===== src/design/rpu_pkg.sv =====
package rpu_pkg;
  localparam int RPU_ENTRIES = 8;
  localparam int RPU_AW = 32;
  localparam int RPU_DW = 32;
  // register region base and last byte
  localparam logic [31:0] RPU_REG_BASE = 32'h4000_8400;
  localparam logic [31:0] RPU_REG_LAST = 32'h4000_87ff;
  // patchable rom region
  localparam logic [31:0] RPU_ROM_BASE = 32'h0000_0000;
  localparam logic [31:0] RPU_ROM_LAST = 32'h0001_4fff;
  // word offsets inside the register region: pairs then control words
  localparam logic [9:0] RPU_OFS_PAIR0 = 10'h000;
  localparam logic [9:0] RPU_OFS_VALID = 10'h040;
  localparam logic [9:0] RPU_OFS_CLEAR = 10'h044;
  localparam logic [9:0] RPU_OFS_SET = 10'h048;
  localparam logic [7:0] RPU_VALID_RST = 8'h00;
  localparam logic [1:0] RPU_HTRANS_NONSEQ = 2'b10;
  localparam logic [1:0] RPU_HTRANS_SEQ = 2'b11;
  localparam logic [1:0] RPU_HRESP_OKAY = 2'b00;
  localparam logic [1:0] RPU_HRESP_ERROR = 2'b01;
  typedef enum logic [2:0] {
    RPU_ST_IDLE = 3'b001,
    RPU_ST_ERR1 = 3'b010,
    RPU_ST_ERR2 = 3'b100
  } rpu_state_t;
endpackage


===== src/design/rpu_entry_mem.sv =====
`timescale 1ns/1ns
// entry storage: one address word and one data word per entry
module rpu_entry_mem #(
  parameter int ENTRIES = 8,
  parameter int W = 32
) (
  input wire logic core_clk_i,
  input wire logic arst_n_i,
  input wire logic wr_en_i,
  input wire logic wr_data_sel_i,
  input wire logic [2:0] wr_idx_i,
  input wire logic [W-1:0] wr_word_i,
  input wire logic rd_data_sel_i,
  input wire logic [2:0] rd_idx_i,
  output logic [W-1:0] rd_word_o,
  output logic [ENTRIES*W-1:0] addr_flat_o,
  output logic [ENTRIES*W-1:0] data_flat_o
);
  logic [W-1:0] addr_reg [ENTRIES];
  logic [W-1:0] data_reg [ENTRIES];

  // per-entry word pair, flattened for parallel compare
  for (genvar g = 0; g < ENTRIES; g++) begin : g_ent
    always_ff @(posedge core_clk_i or negedge arst_n_i) begin
      if (!arst_n_i) begin
        addr_reg[g] <= '0;
        data_reg[g] <= '0;
      end else if (wr_en_i && wr_idx_i == 3'(g)) begin
        if (wr_data_sel_i) begin
          data_reg[g] <= wr_word_i;
        end else begin
          addr_reg[g] <= wr_word_i;
        end
      end
    end
    assign addr_flat_o[g*W +: W] = addr_reg[g];
    assign data_flat_o[g*W +: W] = data_reg[g];
  end

  // registered read port; a write landing on the same edge is forwarded,
  // so a read right behind a write to the same word sees the new value
  wire rd_hits_wr = wr_en_i && (wr_idx_i == rd_idx_i) && (wr_data_sel_i == rd_data_sel_i);
  wire [W-1:0] rd_stored = rd_data_sel_i ? data_reg[rd_idx_i] : addr_reg[rd_idx_i];
  always_ff @(posedge core_clk_i or negedge arst_n_i) begin
    if (!arst_n_i) begin
      rd_word_o <= '0;
    end else begin
      rd_word_o <= rd_hits_wr ? wr_word_i : rd_stored;
    end
  end
endmodule


===== src/design/rpu_top.sv =====
`timescale 1ns/1ns
// Function
// RL1: the unit is a mux on the rom read data bus that can put patch words in place of rom data.
// RL2: there are eight entries, each a 32-bit match address paired with a 32-bit replacement word.
// RL3: software writes an entry's match address before its replacement word.
// RL4: once both words of an entry are written, its valid bit sets by itself.
// RL5: the bus address is compared against all eight entry addresses at once.
// RL6: an enabled matching entry's word replaces the rom data on the read bus.
// RL7: among several matching entries the highest number wins, seven over zero.
// RL8: a one in bit x of the write-only clear word disables entry x.
// RL9: a one in bit x of the write-only set word re-enables entry x.
// RL10: the unit runs on the bus clock and software reloads all entries after power-up.
// RL11: configuration registers answer as an ahb slave in 0x40008400 to 0x400087ff.
// RL12: software picks a free entry and weighs priority when two entries share an address.
// RL13: patching applies only to rom reads in 0x00000000 to 0x00014fff.
// RL14: with no enabled match, rom data passes unchanged with no added wait.
// RL15: valid bits clear at reset, and zero writes to set or clear words change nothing.
module rpu_top #(
  parameter int ENTRIES = rpu_pkg::RPU_ENTRIES
) (
  input wire logic core_clk_i,
  input wire logic arst_n_i,
  // ahb-lite slave port for configuration
  input wire logic hsel_i,
  input wire logic [rpu_pkg::RPU_AW-1:0] haddr_i,
  input wire logic [1:0] htrans_i,
  input wire logic hwrite_i,
  input wire logic [2:0] hsize_i,
  input wire logic [rpu_pkg::RPU_DW-1:0] hwdata_i,
  input wire logic hready_i,
  output logic [rpu_pkg::RPU_DW-1:0] hrdata_o,
  output logic hreadyout_o,
  output logic [1:0] hresp_o,
  // rom data path: address phase seen on the system bus, data from rom controller
  input wire logic [rpu_pkg::RPU_AW-1:0] rom_haddr_i,
  input wire logic rom_hsel_i,
  input wire logic [1:0] rom_htrans_i,
  input wire logic rom_hready_i,
  input wire logic [rpu_pkg::RPU_DW-1:0] rom_rdata_i,
  output logic [rpu_pkg::RPU_DW-1:0] rom_rdata_o,
  output logic [7:0] valid_flags_o
);
  import rpu_pkg::*;

  // bit vector to highest set index, used only for match selection
  function automatic logic [2:0] top_index(input logic [7:0] v);
    top_index = 3'h0;
    for (int i = 0; i < 8; i++) begin
      if (v[i]) begin
        top_index = 3'(i);
      end
    end
  endfunction

  function automatic logic is_active(input logic [1:0] t);
    is_active = (t == RPU_HTRANS_NONSEQ) || (t == RPU_HTRANS_SEQ);
  endfunction

  logic [7:0] valid_reg, valid_next;
  logic [7:0] addr_seen_reg, addr_seen_next;
  logic wr_pend_reg;
  logic [9:0] wr_ofs_reg;
  logic rd_pend_reg;
  logic [9:0] rd_ofs_reg;
  rpu_state_t state_reg, state_next;
  logic hreadyout_reg;
  logic [1:0] hresp_reg;
  logic patch_hit_reg;
  logic [2:0] patch_idx_reg;
  logic [ENTRIES*RPU_AW-1:0] addr_flat;
  logic [ENTRIES*RPU_DW-1:0] data_flat;
  logic [RPU_DW-1:0] mem_rd_word;

  // address-phase decode of the configuration slave
  wire acc_ok = hsel_i && hready_i && is_active(htrans_i);
  wire in_region = (haddr_i >= RPU_REG_BASE) && (haddr_i <= RPU_REG_LAST);
  wire [9:0] acc_ofs = haddr_i[9:0];
  wire is_pair = acc_ofs < RPU_OFS_VALID;
  wire is_ctrl = (acc_ofs == RPU_OFS_VALID) || (acc_ofs == RPU_OFS_CLEAR) || (acc_ofs == RPU_OFS_SET);
  // misaligned, non-word or unmapped accesses get a two-cycle error
  wire acc_bad = !in_region || haddr_i[1:0] != 2'b00 || hsize_i != 3'b010 || !(is_pair || is_ctrl);
  wire acc_good = acc_ok && !acc_bad && state_reg == RPU_ST_IDLE;
  wire acc_err = acc_ok && acc_bad && state_reg == RPU_ST_IDLE;

  // data-phase write decode: pair words at 8*n and 8*n+4
  wire [2:0] wr_idx = wr_ofs_reg[5:3];
  wire wr_is_data = wr_ofs_reg[2];
  wire wr_pair = wr_pend_reg && (wr_ofs_reg < RPU_OFS_VALID);
  wire wr_clear = wr_pend_reg && (wr_ofs_reg == RPU_OFS_CLEAR);
  wire wr_set = wr_pend_reg && (wr_ofs_reg == RPU_OFS_SET);
  wire [7:0] wr_onehot = 8'h01 << wr_idx;

  // valid and address-seen bookkeeping
  always_comb begin
    valid_next = valid_reg;
    addr_seen_next = addr_seen_reg;
    // RL8: clear strobe disables
    if (wr_clear) begin
      valid_next = valid_next & ~hwdata_i[7:0];
    end
    // RL9: set strobe re-enables
    if (wr_set) begin
      valid_next = valid_next | hwdata_i[7:0];
    end
    if (wr_pair && !wr_is_data) begin
      addr_seen_next = addr_seen_next | wr_onehot;
    end
    // RL4: auto valid after both writes; RL3 order assumed
    if (wr_pair && wr_is_data && addr_seen_reg[wr_idx]) begin
      valid_next = valid_next | wr_onehot;
      addr_seen_next = addr_seen_next & ~wr_onehot;
    end
  end

  // error response state machine
  always_comb begin
    state_next = state_reg;
    unique case (state_reg)
      RPU_ST_IDLE: if (acc_err) state_next = RPU_ST_ERR1;
      RPU_ST_ERR1: state_next = RPU_ST_ERR2;
      RPU_ST_ERR2: state_next = RPU_ST_IDLE;
      default: state_next = RPU_ST_IDLE;
    endcase
  end

  // response flops follow the next state, so the bus sees them straight from a register
  wire ready_next = state_next != RPU_ST_ERR1;
  wire [1:0] resp_next = (state_next == RPU_ST_IDLE) ? RPU_HRESP_OKAY : RPU_HRESP_ERROR;

  // RL15: valid bits reset clear
  always_ff @(posedge core_clk_i or negedge arst_n_i) begin
    if (!arst_n_i) begin
      valid_reg <= RPU_VALID_RST;
      addr_seen_reg <= 8'h00;
      state_reg <= RPU_ST_IDLE;
      hreadyout_reg <= 1'b1;
      hresp_reg <= RPU_HRESP_OKAY;
    end else begin
      valid_reg <= valid_next;
      addr_seen_reg <= addr_seen_next;
      state_reg <= state_next;
      hreadyout_reg <= ready_next;
      hresp_reg <= resp_next;
    end
  end

  // RL11: capture address phase of good slave access
  always_ff @(posedge core_clk_i or negedge arst_n_i) begin
    if (!arst_n_i) begin
      wr_pend_reg <= 1'b0;
      rd_pend_reg <= 1'b0;
      wr_ofs_reg <= 10'h000;
      rd_ofs_reg <= 10'h000;
    end else begin
      wr_pend_reg <= acc_good && hwrite_i;
      rd_pend_reg <= acc_good && !hwrite_i;
      if (acc_good) begin
        wr_ofs_reg <= acc_ofs;
        rd_ofs_reg <= acc_ofs;
      end
    end
  end

  // RL2: eight address and data word pairs
  rpu_entry_mem #(
    .ENTRIES(ENTRIES),
    .W(RPU_DW)
  ) u_mem (
    .core_clk_i(core_clk_i),
    .arst_n_i(arst_n_i),
    .wr_en_i(wr_pair),
    .wr_data_sel_i(wr_is_data),
    .wr_idx_i(wr_idx),
    .wr_word_i(hwdata_i),
    .rd_data_sel_i(acc_ofs[2]),
    .rd_idx_i(acc_ofs[5:3]),
    .rd_word_o(mem_rd_word),
    .addr_flat_o(addr_flat),
    .data_flat_o(data_flat)
  );

  // slave read data and response; write-only words read zero
  wire [RPU_DW-1:0] rd_mux = (rd_ofs_reg < RPU_OFS_VALID) ? mem_rd_word :
                             (rd_ofs_reg == RPU_OFS_VALID) ? {24'h000000, valid_reg} : '0;
  assign hrdata_o = rd_pend_reg ? rd_mux : '0;
  assign hreadyout_o = hreadyout_reg;
  assign hresp_o = hresp_reg;

  // RL5: octal parallel compare
  logic [7:0] match_vec;
  for (genvar g = 0; g < 8; g++) begin : g_cmp
    assign match_vec[g] = valid_reg[g] && (addr_flat[g*RPU_AW +: RPU_AW] == {rom_haddr_i[31:2], 2'b00});
  end

  // RL13: only rom-region reads are candidates
  wire rom_region = rom_haddr_i <= RPU_ROM_LAST;
  wire rom_acc = rom_hsel_i && rom_hready_i && is_active(rom_htrans_i) && rom_region;

  // register the hit in the address phase so the data phase adds no wait
  always_ff @(posedge core_clk_i or negedge arst_n_i) begin
    if (!arst_n_i) begin
      patch_hit_reg <= 1'b0;
      patch_idx_reg <= 3'h0;
    end else if (rom_hready_i) begin
      patch_hit_reg <= rom_acc && (match_vec != 8'h00);
      // RL7: highest entry wins
      patch_idx_reg <= top_index(match_vec);
    end
  end

  // RL1: rom data mux. RL6: substitute word. RL14: pass-through otherwise
  assign rom_rdata_o = patch_hit_reg ? data_flat[patch_idx_reg*RPU_DW +: RPU_DW] : rom_rdata_i;
  assign valid_flags_o = valid_reg;
endmodule

===== config.mk =====
export PLATFORM = sky130hd
export DESIGN_NAME = rpu_top
export DESIGN_NICKNAME = d
export VERILOG_FILES = /design/src/design/rpu_pkg.sv /design/src/design/rpu_entry_mem.sv /design/src/design/rpu_top.sv
export SDC_FILE = /design/constraint.sdc
export NUM_CORES = 1
export LEC_CHECK = 0
export BUFFER_PORTS_ARGS = -buffer_cell sky130_fd_sc_hd__buf_2
export CORE_AREA = 2 2 230 232
export CTS_CLUSTER_SIZE = 12
export DETAILED_ROUTE_END_ITERATION = 6
export DIE_AREA = 0 0 232 234
export HOLD_SLACK_MARGIN = 0.08
export PLACE_DENSITY = 0.81
export SYNTH_ARGS = -nofsm -noshare
export SYNTH_HDL_FRONTEND = slang
export SYNTH_SLANG_ARGS = --single-unit

===== constraint.sdc =====
create_clock -name core_clk_i -period 2.5 [get_ports core_clk_i]
set_input_delay 0.5 -clock core_clk_i [delete_from_list [all_inputs] [get_ports core_clk_i]]
set_output_delay 0.5 -clock core_clk_i [all_outputs]
set_load 0.05 [all_outputs]

* Word-level counts from Yosys, hierarchy flattened
Cells that the tools add are included.
** Operators by class
- Order comparisons :: 7
- Equal/unequal tests :: 32
- Shift operators :: 2
- Multiplexer cells :: 29
- Bitwise gates (word level) :: 9
- Reductions and logical operators :: 69
** Operator list (number)
- $mux W32 :: 9
- $eq A32 B32 Y1 :: 8
- $shiftx A256 B9 Y32 :: 1
- $bmux W32 S3 :: 2
- $eq A10 B7 Y1 const B :: 6
- $mux W8 :: 6
- $logic_and A1 B1 Y1 :: 37
- $ge A32 B31 Y1 const B :: 1
- $le A32 B17 Y1 const B :: 1
- $le A32 B31 Y1 const B :: 1
- $reduce_and A2 Y1 :: 16
- $or A8 B8 Y8 :: 3
- $mux W3 :: 7
- $lt A10 B7 Y1 const B :: 2
- $and A8 B8 Y8 :: 2
- $not A8 Y8 :: 2
- $eq A3 B3 Y1 const B :: 4
- $eq A3 B1 Y1 const B :: 3
- $eq A3 B2 Y1 const B :: 3
- $eq A2 B2 Y1 const B :: 4
- $logic_or A1 B1 Y1 :: 8
- $reduce_bool A8 Y1 :: 1
- $shl A1 B3 Y8 const A :: 1
- $ne A3 B2 Y1 const B :: 2
- other kinds (12) :: 18
** Storage, ports and cells
- Flip-flop bits (word level) :: 581
- Input bits :: 142
- Output and inout port bits :: 75

* Longest topological paths before layout
Gate-level depths: netlist of the first run.
- Depth in word-level cells :: 12
- Depth in mapped cells :: 8

* Cells and area by module
From an unflattened synthesis of the first run, not the netlist that was laid out.
** Second synthesis, totals
- Cells, all modules :: 2294
- Area total of the unflattened synthesis :: 31605.3 sq um
** Modules (own cells, without submodules)
- rpu_entry_mem :: instances 1, cells an instance 1476, area an instance 23991.8 sq um
- rpu_top :: instances 1, cells an instance 818, area an instance 7613.6 sq um

* Worst setup path before layout of the first run
No wires, ideal clock.
- Path type :: register to output
- Start point :: register patch_idx_reg[0]
- End point :: output port rom_rdata_o[14] in the netlist's numbering
- Arrival :: 2192 ps
- Path slack :: -192 ps
- Stages on the path, launching flop included :: 6
- Cell sequence :: dfrtp_1 clkbuf_1 buf_2 mux4_2 mux2i_1 a21oi_1
** On the way
- Longest elaborated chain between the ends :: 2
** Ends and longest elaborated chain
- start: declaration :: line rpu_top.sv:69 : logic [2:0] patch_idx_reg;
- start signal: assignment :: line rpu_top.sv:207 : patch_idx_reg <= top_index(match_vec);
- $shiftx A256 B9 Y32 :: line rpu_top.sv:212 : assign rom_rdata_o = patch_hit_reg ? data_flat[patch_idx_reg*RPU_DW +: RPU_DW] : rom_rdata_i;
- $mux W32 :: line rpu_top.sv:212
- end: declaration :: line rpu_top.sv:40 : output logic [rpu_pkg::RPU_DW-1:0] rom_rdata_o,
No other way between the ends.

* Final worst setup path of the first run
- Start point :: register patch_idx_reg[0]
- End point :: output port rom_rdata_o[30] in the netlist's numbering
The elaborated chain is that of the path after synthesis.

==> results of run 1 <==
==> final cells by class <==
type | instances | area, sq um | area share [%]
timing repair buffer | 488 | 4922 | 12.63
antenna | 5 | 12.51 | 0.03210
tap | 688 | 860.8 | 2.208
multi-input combinational | 1434 | 16590 | 42.56
inverter | 7 | 26.28 | 0.06740
sequential | 581 | 14550 | 37.33
clock inverter | 13 | 148.9 | 0.3819
clock buffer | 96 | 1871 | 4.798
==> worst max-delay path, delay by kind of cell, from the launching register on <==
family | cells | cell delay, ns
buffers and inverters | 3 | 0.47
flip-flops | 1 | 0.55
multiplexers | 2 | 0.78
AO/OA/AOI/OAI | 1 | 0.11
==> power by group <==
group	internal (mW)	leakage, nW	total (mW)	switching (mW)
clock	5.39	0.992	9.23	3.83
sequential	9.55	7.78	9.68	0.134
combinational	1.02	8.64	2.52	1.51
==> cell families after synthesis <==
group / count (synthesis) / share of synthesized area (%)
AO/OA/AOI/OAI: 74 / 1.566
buffers and inverters: 204 / 2.810
multiplexers: 803 / 36.78
other: 1 / 0.01195
XOR/XNOR: 244 / 6.808
flip-flops: 581 / 46.32
AND/OR/NAND/NOR: 312 / 5.700
==> cell usage after synthesis (3+ instances only) <==
master    count
dfrtp_1     579
mux2_2      464
mux4_2      226
xor2_1      128
xnor2_1     116
clkbuf_1    103
mux2_1       80
nor4_1       65
nand4_1      59
nor2_1       56
buf_2        51
a21oi_1      38
mux2i_1      33
nand2_1      33
buf_1        31
and3_1       24
nor3_1       15
buf_4        10
nand3_1       9
a22o_1        8
or4_1         8
and2_1        7
inv_1         7
nand2b_1      7
a221o_1       6
nor4b_1       6
nor3_2        4
nor3b_1       4
o21ai_0       3
or3b_2        3
==> worst max-delay path by stage <==
stage                     slack [ns]                           end  cells past startpoint                         start
after detailed placement       -0.13  patch_idx_reg[0]$_DFFE_PN0P_                      9               rom_haddr_i[23]
after CTS                      -0.56               rom_rdata_o[20]                      7  patch_idx_reg[0]$_DFFE_PN0P_
final                          -0.55               rom_rdata_o[30]                      6  patch_idx_reg[0]$_DFFE_PN0P_
after floorplan                 0.05                   hrdata_o[0]                      5     rd_ofs_reg[5]$_DFFE_PN0N_
after global placement         -0.17  patch_idx_reg[0]$_DFFE_PN0P_                      9               rom_haddr_i[23]
after global routing           -0.60               rom_rdata_o[30]                      6  patch_idx_reg[0]$_DFFE_PN0P_
==> metrics by stage <==
step	setup slack (ns)	hold slack (ns)	area, sq um	TNS (ns)	power [mW]
after floorplan	0.04606	0.2044	31520	0	10.95
after global placement	-0.1665	0.4223	35320	-0.7172	12.14
after detailed placement	-0.1334	0.4466	35320	-0.9415	12.18
after CTS	-0.5613	0.1022	38340	-21.14	21.41
after global routing	-0.5979	0.1459	38970	-22.95	21.99
final	-0.5528	0.1200	38980	-20.10	21.43
==> timing repair <==
action,CTS,global route
gates cloned,7,12
endpoints found under the hold margin,44,0
resized for setup,199,65
endpoints found under the setup margin,64,235
hold buffers,2,0
pin swaps,26,34
setup buffers,9,8
==> layer usage <==
layer  up-vias  global-route usage [%]  part of all wire [%]
met5         -                       0                 0.048
met4         8                   15.58                   4.7
met3       310                   7.661                   9.2
met2      1233                   63.34                    48
met1     11906                   53.96                    38
li1       9073                       -                     -
==> flow_metrics.env, run 1 <==
export IMPL_worst_slew_pin_transition_ns=0.7159
export IMPL_post_synthesis_sequential_element_count=581
export IMPL_design_core_area_sq_um=52020
export IMPL_post_drt_wl_per_cell_microns=33.12
export IMPL_layout_area_overhead_vs_synth_pct=24.19
export IMPL_via_count_of_the_first_global_routing_pass=23044
export IMPL_detailedPlacementHpwl_microns=73640
export IMPL_critical_path_arrival_ns=2.55
export IMPL_reg2reg_slack_ns=-0.02
export IMPL_design_final_nets=2715
export IMPL_cts_made_buffers=61
export IMPL_relSlewSlack_pct=51.84
export IMPL_post_route_drc_count=0
export IMPL_final_instance_count_excl_fill=3312
export IMPL_worst_path_max_delay_cell="dfrtp_4"
export IMPL_finClkSkew_ns=0.02237
export IMPL_synth_yosys_seq_area_share_pct=46.32
export IMPL_layout_min_cycle_time_ns=3.053
export IMPL_synthDominantCellAreaShare_pct=46.16
export IMPL_dieArea_sq_um=54290
export IMPL_yosys_warnings=0
export IMPL_number_of_max_cap_violations=0
export IMPL_cts_reportedPaths_clkPinSlew_ns=0.06
export IMPL_cts_path_max_buffers=3
export IMPL_share_of_cells_above_drive_strength_1_pct=53.04
export IMPL_hold_path_class="in -> reg"
export IMPL_holdPathEnd="rd_ofs_reg[6]$_DFFE_PN0N_"
export IMPL_detailedRoute_firstIterationViolations=2069
export IMPL_grt_start_max_net_pins=74
export IMPL_reg2reg_from="u_mem.addr_flat_o[202]$_DFFE_PN0P_"
export IMPL_criticalPathCategory="reg -> out"
export IMPL_rsz_0062_raised_after_global_routing="yes"
export IMPL_filler_cell_count=3036
export IMPL_synth_area_top_cells="dfrtp_1, mux2_2, mux4_2, xor2_1, xnor2_1"
export IMPL_globalRouteTotalUtil_pct=39.54
export IMPL_cts_htree_levels=2
export IMPL_detail_route_vias_per_cell=6.803
export IMPL_syn_avg_cell_area_sq_um=14.15
export IMPL_syn_area_sq_um=31390
export IMPL_dieWidth_microns=232
export IMPL_mostFrequentLayoutCell="dfrtp_1"
export IMPL_timing_fmax_ghz=0.3276
export IMPL_dr_pass1_iters=5
export IMPL_post_synth_inst_count=2219
export IMPL_grt_first_pass_wirelength_microns=155000
export IMPL_initial_antenna_violation_count=7
export IMPL_outcome="complete, but fails checks"
export IMPL_r2r_worst_path_cells=7
export IMPL_postSynth_asyncResetShare_pct=100.0
export IMPL_timing_final_max_slew_violations=0
export IMPL_standard_cell_row_count=84
export IMPL_synth_fp_nets=2361
export IMPL_power_per_cell_area_nw_per_um2=549.7
export IMPL_critical_path_cell_by_cell="buf_12 -> buf_16 -> mux4_2 -> mux2i_2 -> a21oi_2 -> buf_6"
export IMPL_fin_crit_sh_pct=122.1
export IMPL_place_gp_congestion=1.033
export IMPL_timing_critical_path_slowest_cell_delay_ns=0.55
export IMPL_crit_required_ns=2.00
export IMPL_critPathMaxFanout=6
export IMPL_holdPathStages=3
export IMPL_ioPinCount=217
export IMPL_clkLatencyLatePin_ns=0.64
export IMPL_buffer_ports_inserted=211
export IMPL_clock_tree_from_tritoncts="built"
export IMPL_wirelength_microns=109700
export IMPL_largest_area_contributor_in_the_synthesized_netlist="dfrtp_1"
export IMPL_finalCoreUtilization_pct=74.93
export IMPL_reg2reg_to="patch_idx_reg[0]$_DFFE_PN0P_"
export IMPL_static_leakage_power_nw=17.41
export IMPL_numPlacedInstances=3161
export IMPL_netlist_cell_type_count=56
export IMPL_type_of_element_capturing_the_critical_path="output port"
export IMPL_setup_slack_ns=-0.5528
export IMPL_fp_dieH_microns=234
export IMPL_initial_utilization_pct=60.34
export IMPL_final_cell_mix="dfrtp_1, mux2_2, mux4_2"
export IMPL_setup_viol=65
export IMPL_ant_nets=0
export IMPL_violations="negative setup slack"
export IMPL_cts_root_buf="clkbuf_16"
export IMPL_final_hold_violation_count=0
export IMPL_timing_hold_worst_start="haddr_i[6]"
export IMPL_dominantRegCellSynth="dfrtp_1"
export IMPL_tritoncts_num_sinks=581
export IMPL_critical_path_startpoint_type="flip-flop"
export IMPL_route_vias_total=22530
export IMPL_synth_edf_count=0
export IMPL_grt_overflow_total=0
export IMPL_irDropWorstVdd_uv=558.9
No activity file was read; power rests on OpenSTA's default activity.
==> run 2: changes to the inputs <==
==> config.mk (replaced) <==
export PLATFORM = sky130hd
export DESIGN_NAME = rpu_top
export DESIGN_NICKNAME = d
export VERILOG_FILES = /design/src/design/rpu_pkg.sv /design/src/design/rpu_entry_mem.sv /design/src/design/rpu_top.sv
export SDC_FILE = /design/constraint.sdc
export NUM_CORES = 1
export LEC_CHECK = 0
export CORE_AREA = 2 2 229 231
export CTS_BUF_LIST = sky130_fd_sc_hd__clkbuf_16
export CTS_CLUSTER_SIZE = 12
export DETAILED_ROUTE_END_ITERATION = 6
export DIE_AREA = 0 0 231 233
export DONT_BUFFER_PORTS = 1
export HOLD_SLACK_MARGIN = 0.08
export PLACE_DENSITY = 0.78
export SYNTH_ARGS = -nofsm -noshare
export SYNTH_HDL_FRONTEND = slang
export SYNTH_SLANG_ARGS = --single-unit
==> flow_metrics.env, run 2 (synthesis gave the netlist of run 1 again) <==
export IMPL_violations="negative hold slack, negative setup slack"
export IMPL_clock_tree_from_tritoncts="built"
export IMPL_timing_final_max_slew_violations=0
export IMPL_finClkSkew_ns=0.02021
export IMPL_final_design_area_no_fill_sq_um=37940
export IMPL_critPathCapture="rom_rdata_o[0]"
export IMPL_initial_antenna_violation_count=4
export IMPL_initial_utilization_pct=61.44
export IMPL_route_vias_total=21736
export IMPL_timing_critical_path_slowest_cell_delay_ns=0.53
export IMPL_final_hold_violation_count=581
export IMPL_detailedRoute_firstIterationViolations=2278
export IMPL_ioPinCount=217
export IMPL_irDropWorstVdd_uv=525.8
export IMPL_grt_start_max_net_pins=582
export IMPL_hold_path_class="in -> async"
export IMPL_design_core_area_sq_um=51090
export IMPL_setup_tns_ns=-26.01
export IMPL_layout_area_overhead_vs_synth_pct=20.85
export IMPL_tritoncts_num_sinks=581
export IMPL_timing_fmax_ghz=0.3318
export IMPL_crit_required_ns=2.00
export IMPL_design_final_nets=2490
export IMPL_standard_cell_row_count=83
export IMPL_layout_min_cycle_time_ns=3.014
export IMPL_path_depth=6
export IMPL_worst_slew_pin_transition_ns=1.432
export IMPL_reg2reg_from="rd_ofs_reg[6]$_DFFE_PN0N_"
export IMPL_critPathMaxFanout=8
export IMPL_cts_made_buffers=61
export IMPL_post_route_drc_count=0
export IMPL_critical_path_cell_by_cell="buf_12 -> buf_16 -> mux4_2 -> mux2i_2 -> a21oi_2 -> buf_6"
export IMPL_grt_overflow_total=0
export IMPL_dieWidth_microns=231
export IMPL_number_of_max_cap_violations=0
export IMPL_detail_route_vias_per_cell=7.069
export IMPL_clkLatencyLatePin_ns=0.65
export IMPL_final_cell_mix="dfrtp_1, mux2_2, mux4_2"
export IMPL_timing_critical_path_max_delay_family="multiplexers"
export IMPL_outcome="complete, but fails checks"
export IMPL_fp_dieH_microns=233
export IMPL_static_leakage_power_nw=16.56
export IMPL_cts_reportedPaths_clkPinSlew_ns=0.06
export IMPL_cts_htree_levels=2
export IMPL_critPathBufInv=3
export IMPL_setup_slack_ns=-0.5143
export IMPL_share_of_cells_above_drive_strength_1_pct=47.85
export IMPL_hold_buffers=40
export IMPL_post_drt_wl_per_cell_microns=35.27
export IMPL_grt_first_pass_wirelength_microns=149300
export IMPL_ff_latch_area_sq_um=14550
export IMPL_filler_cell_count=3012
export IMPL_reg2reg_slack_ns=-0.12
export IMPL_critical_path_startpoint_type="flip-flop"
export IMPL_type_of_element_capturing_the_critical_path="output port"
export IMPL_criticalPathCategory="reg -> out"
export IMPL_wirelength_microns=108500
export IMPL_worstSetupStartpoint="patch_idx_reg[0]$_DFFE_PN0P_"
export IMPL_multi_input_comb_area_sq_um=17010
export IMPL_reg2reg_to="u_mem.addr_flat_o[156]$_DFFE_PN0P_"
export IMPL_fin_crit_sh_pct=120.6
export IMPL_worst_path_max_delay_cell="mux4_2"
export IMPL_rsz_0062_raised_after_global_routing="yes"
export IMPL_r2r_worst_path_cells=11
export IMPL_cts_path_max_buffers=3
export IMPL_relSlewSlack_pct=4.563
export IMPL_globalRouteTotalUtil_pct=38.40
export IMPL_post_dp_cell_area_sq_um=33690
export IMPL_power_per_cell_area_nw_per_um2=530.5
export IMPL_critical_path_arrival_ns=2.51
export IMPL_cts_root_buf="clkbuf_16"
export IMPL_setup_viol=181
export IMPL_dieArea_sq_um=53820
export IMPL_fin_worst_hold_slack_ns=-0.4427
export IMPL_via_count_of_the_first_global_routing_pass=21696
export IMPL_detailedPlacementHpwl_microns=66840
export IMPL_dr_pass1_iters=5
export IMPL_ant_nets=0
export IMPL_buffer_ports_inserted=0
export IMPL_mostFrequentLayoutCell="dfrtp_1"
export IMPL_place_gp_congestion=1.012
## run 2: worst min-delay path by stage
stage / from / to / slack (ns) / cells after the start
2_1_floorplan: arst_n_i / addr_seen_reg[0]$_DFF_PN0_ / 0.20 / 0
3_3_place_gp: arst_n_i / hresp_o[0]$_DFF_PN0_ / 0.22 / 0
3_5_place_dp: arst_n_i / hresp_o[0]$_DFF_PN0_ / 0.22 / 0
4_1_cts: arst_n_i / hresp_o[0]$_DFF_PN0_ / -0.45 / 0
5_1_grt: arst_n_i / hresp_o[0]$_DFF_PN0_ / -0.45 / 0
6_report: arst_n_i / hresp_o[0]$_DFF_PN0_ / -0.44 / 0
## run 2: what timing repair did
action                                 4_1_cts  5_1_grt
setup endpoints to repair                   64      322
setup buffers                                8       24
cloned                                       7       23
pin swaps                                   20       32
endpoints found under the hold margin     1144      581
resized for setup                           98      145
## run 2: worst register-to-register path: cells and delay by family, from the launching register on
kind          cells  cell delay, ns
flops             1            0.40
buf+inv           5            0.87
simple gates      5            0.91
mux               1            0.31
## run 2: per-stage QoR
stage	hold slack (ns)	setup WS [ns]	total power [mW]	cells	utilization, %
finish	-0.4427	-0.5143	20.12	3075	74.25
global route	-0.4471	-0.5253	20.55	3075	74.25
CTS	-0.4516	-0.4909	20.07	3029	71.77
detailed placement	0.2207	-0.1579	11.24	2867	65.93
global placement	0.2179	-0.06803	11.23	2867	65.93
floorplan	0.2044	0.04606	10.95	2219	-
## run 2: layout make-up
class | count | share of cell area, %
sequential | 581 | 38.36
antenna | 2 | 0.01319
tap | 680 | 2.243
clock inverter | 47 | 0.8477
inverter | 7 | 0.06926
clock buffer | 61 | 4.024
timing repair buffer | 263 | 9.608
multi-input combinational | 1434 | 44.84
## run 2: layer usage
layer / vias up / track usage (%) / share of wire, %
met5: - / 0 / 0.021
met4: 4 / 11.63 / 4.2
met1: 11682 / 54.22 / 39
met2: 1173 / 61.11 / 47
met3: 249 / 7.341 / 9.3
li1: 8628 / - / -
## run 2: power breakdown
group / internal (mW) / switching, mW / leakage (nW)
Combinational: 0.786 / 0.997 / 7.83
Sequential: 9.55 / 0.127 / 7.78
Clock: 4.80 / 3.87 / 0.957
Total: 15.1 / 5.00 / 16.6
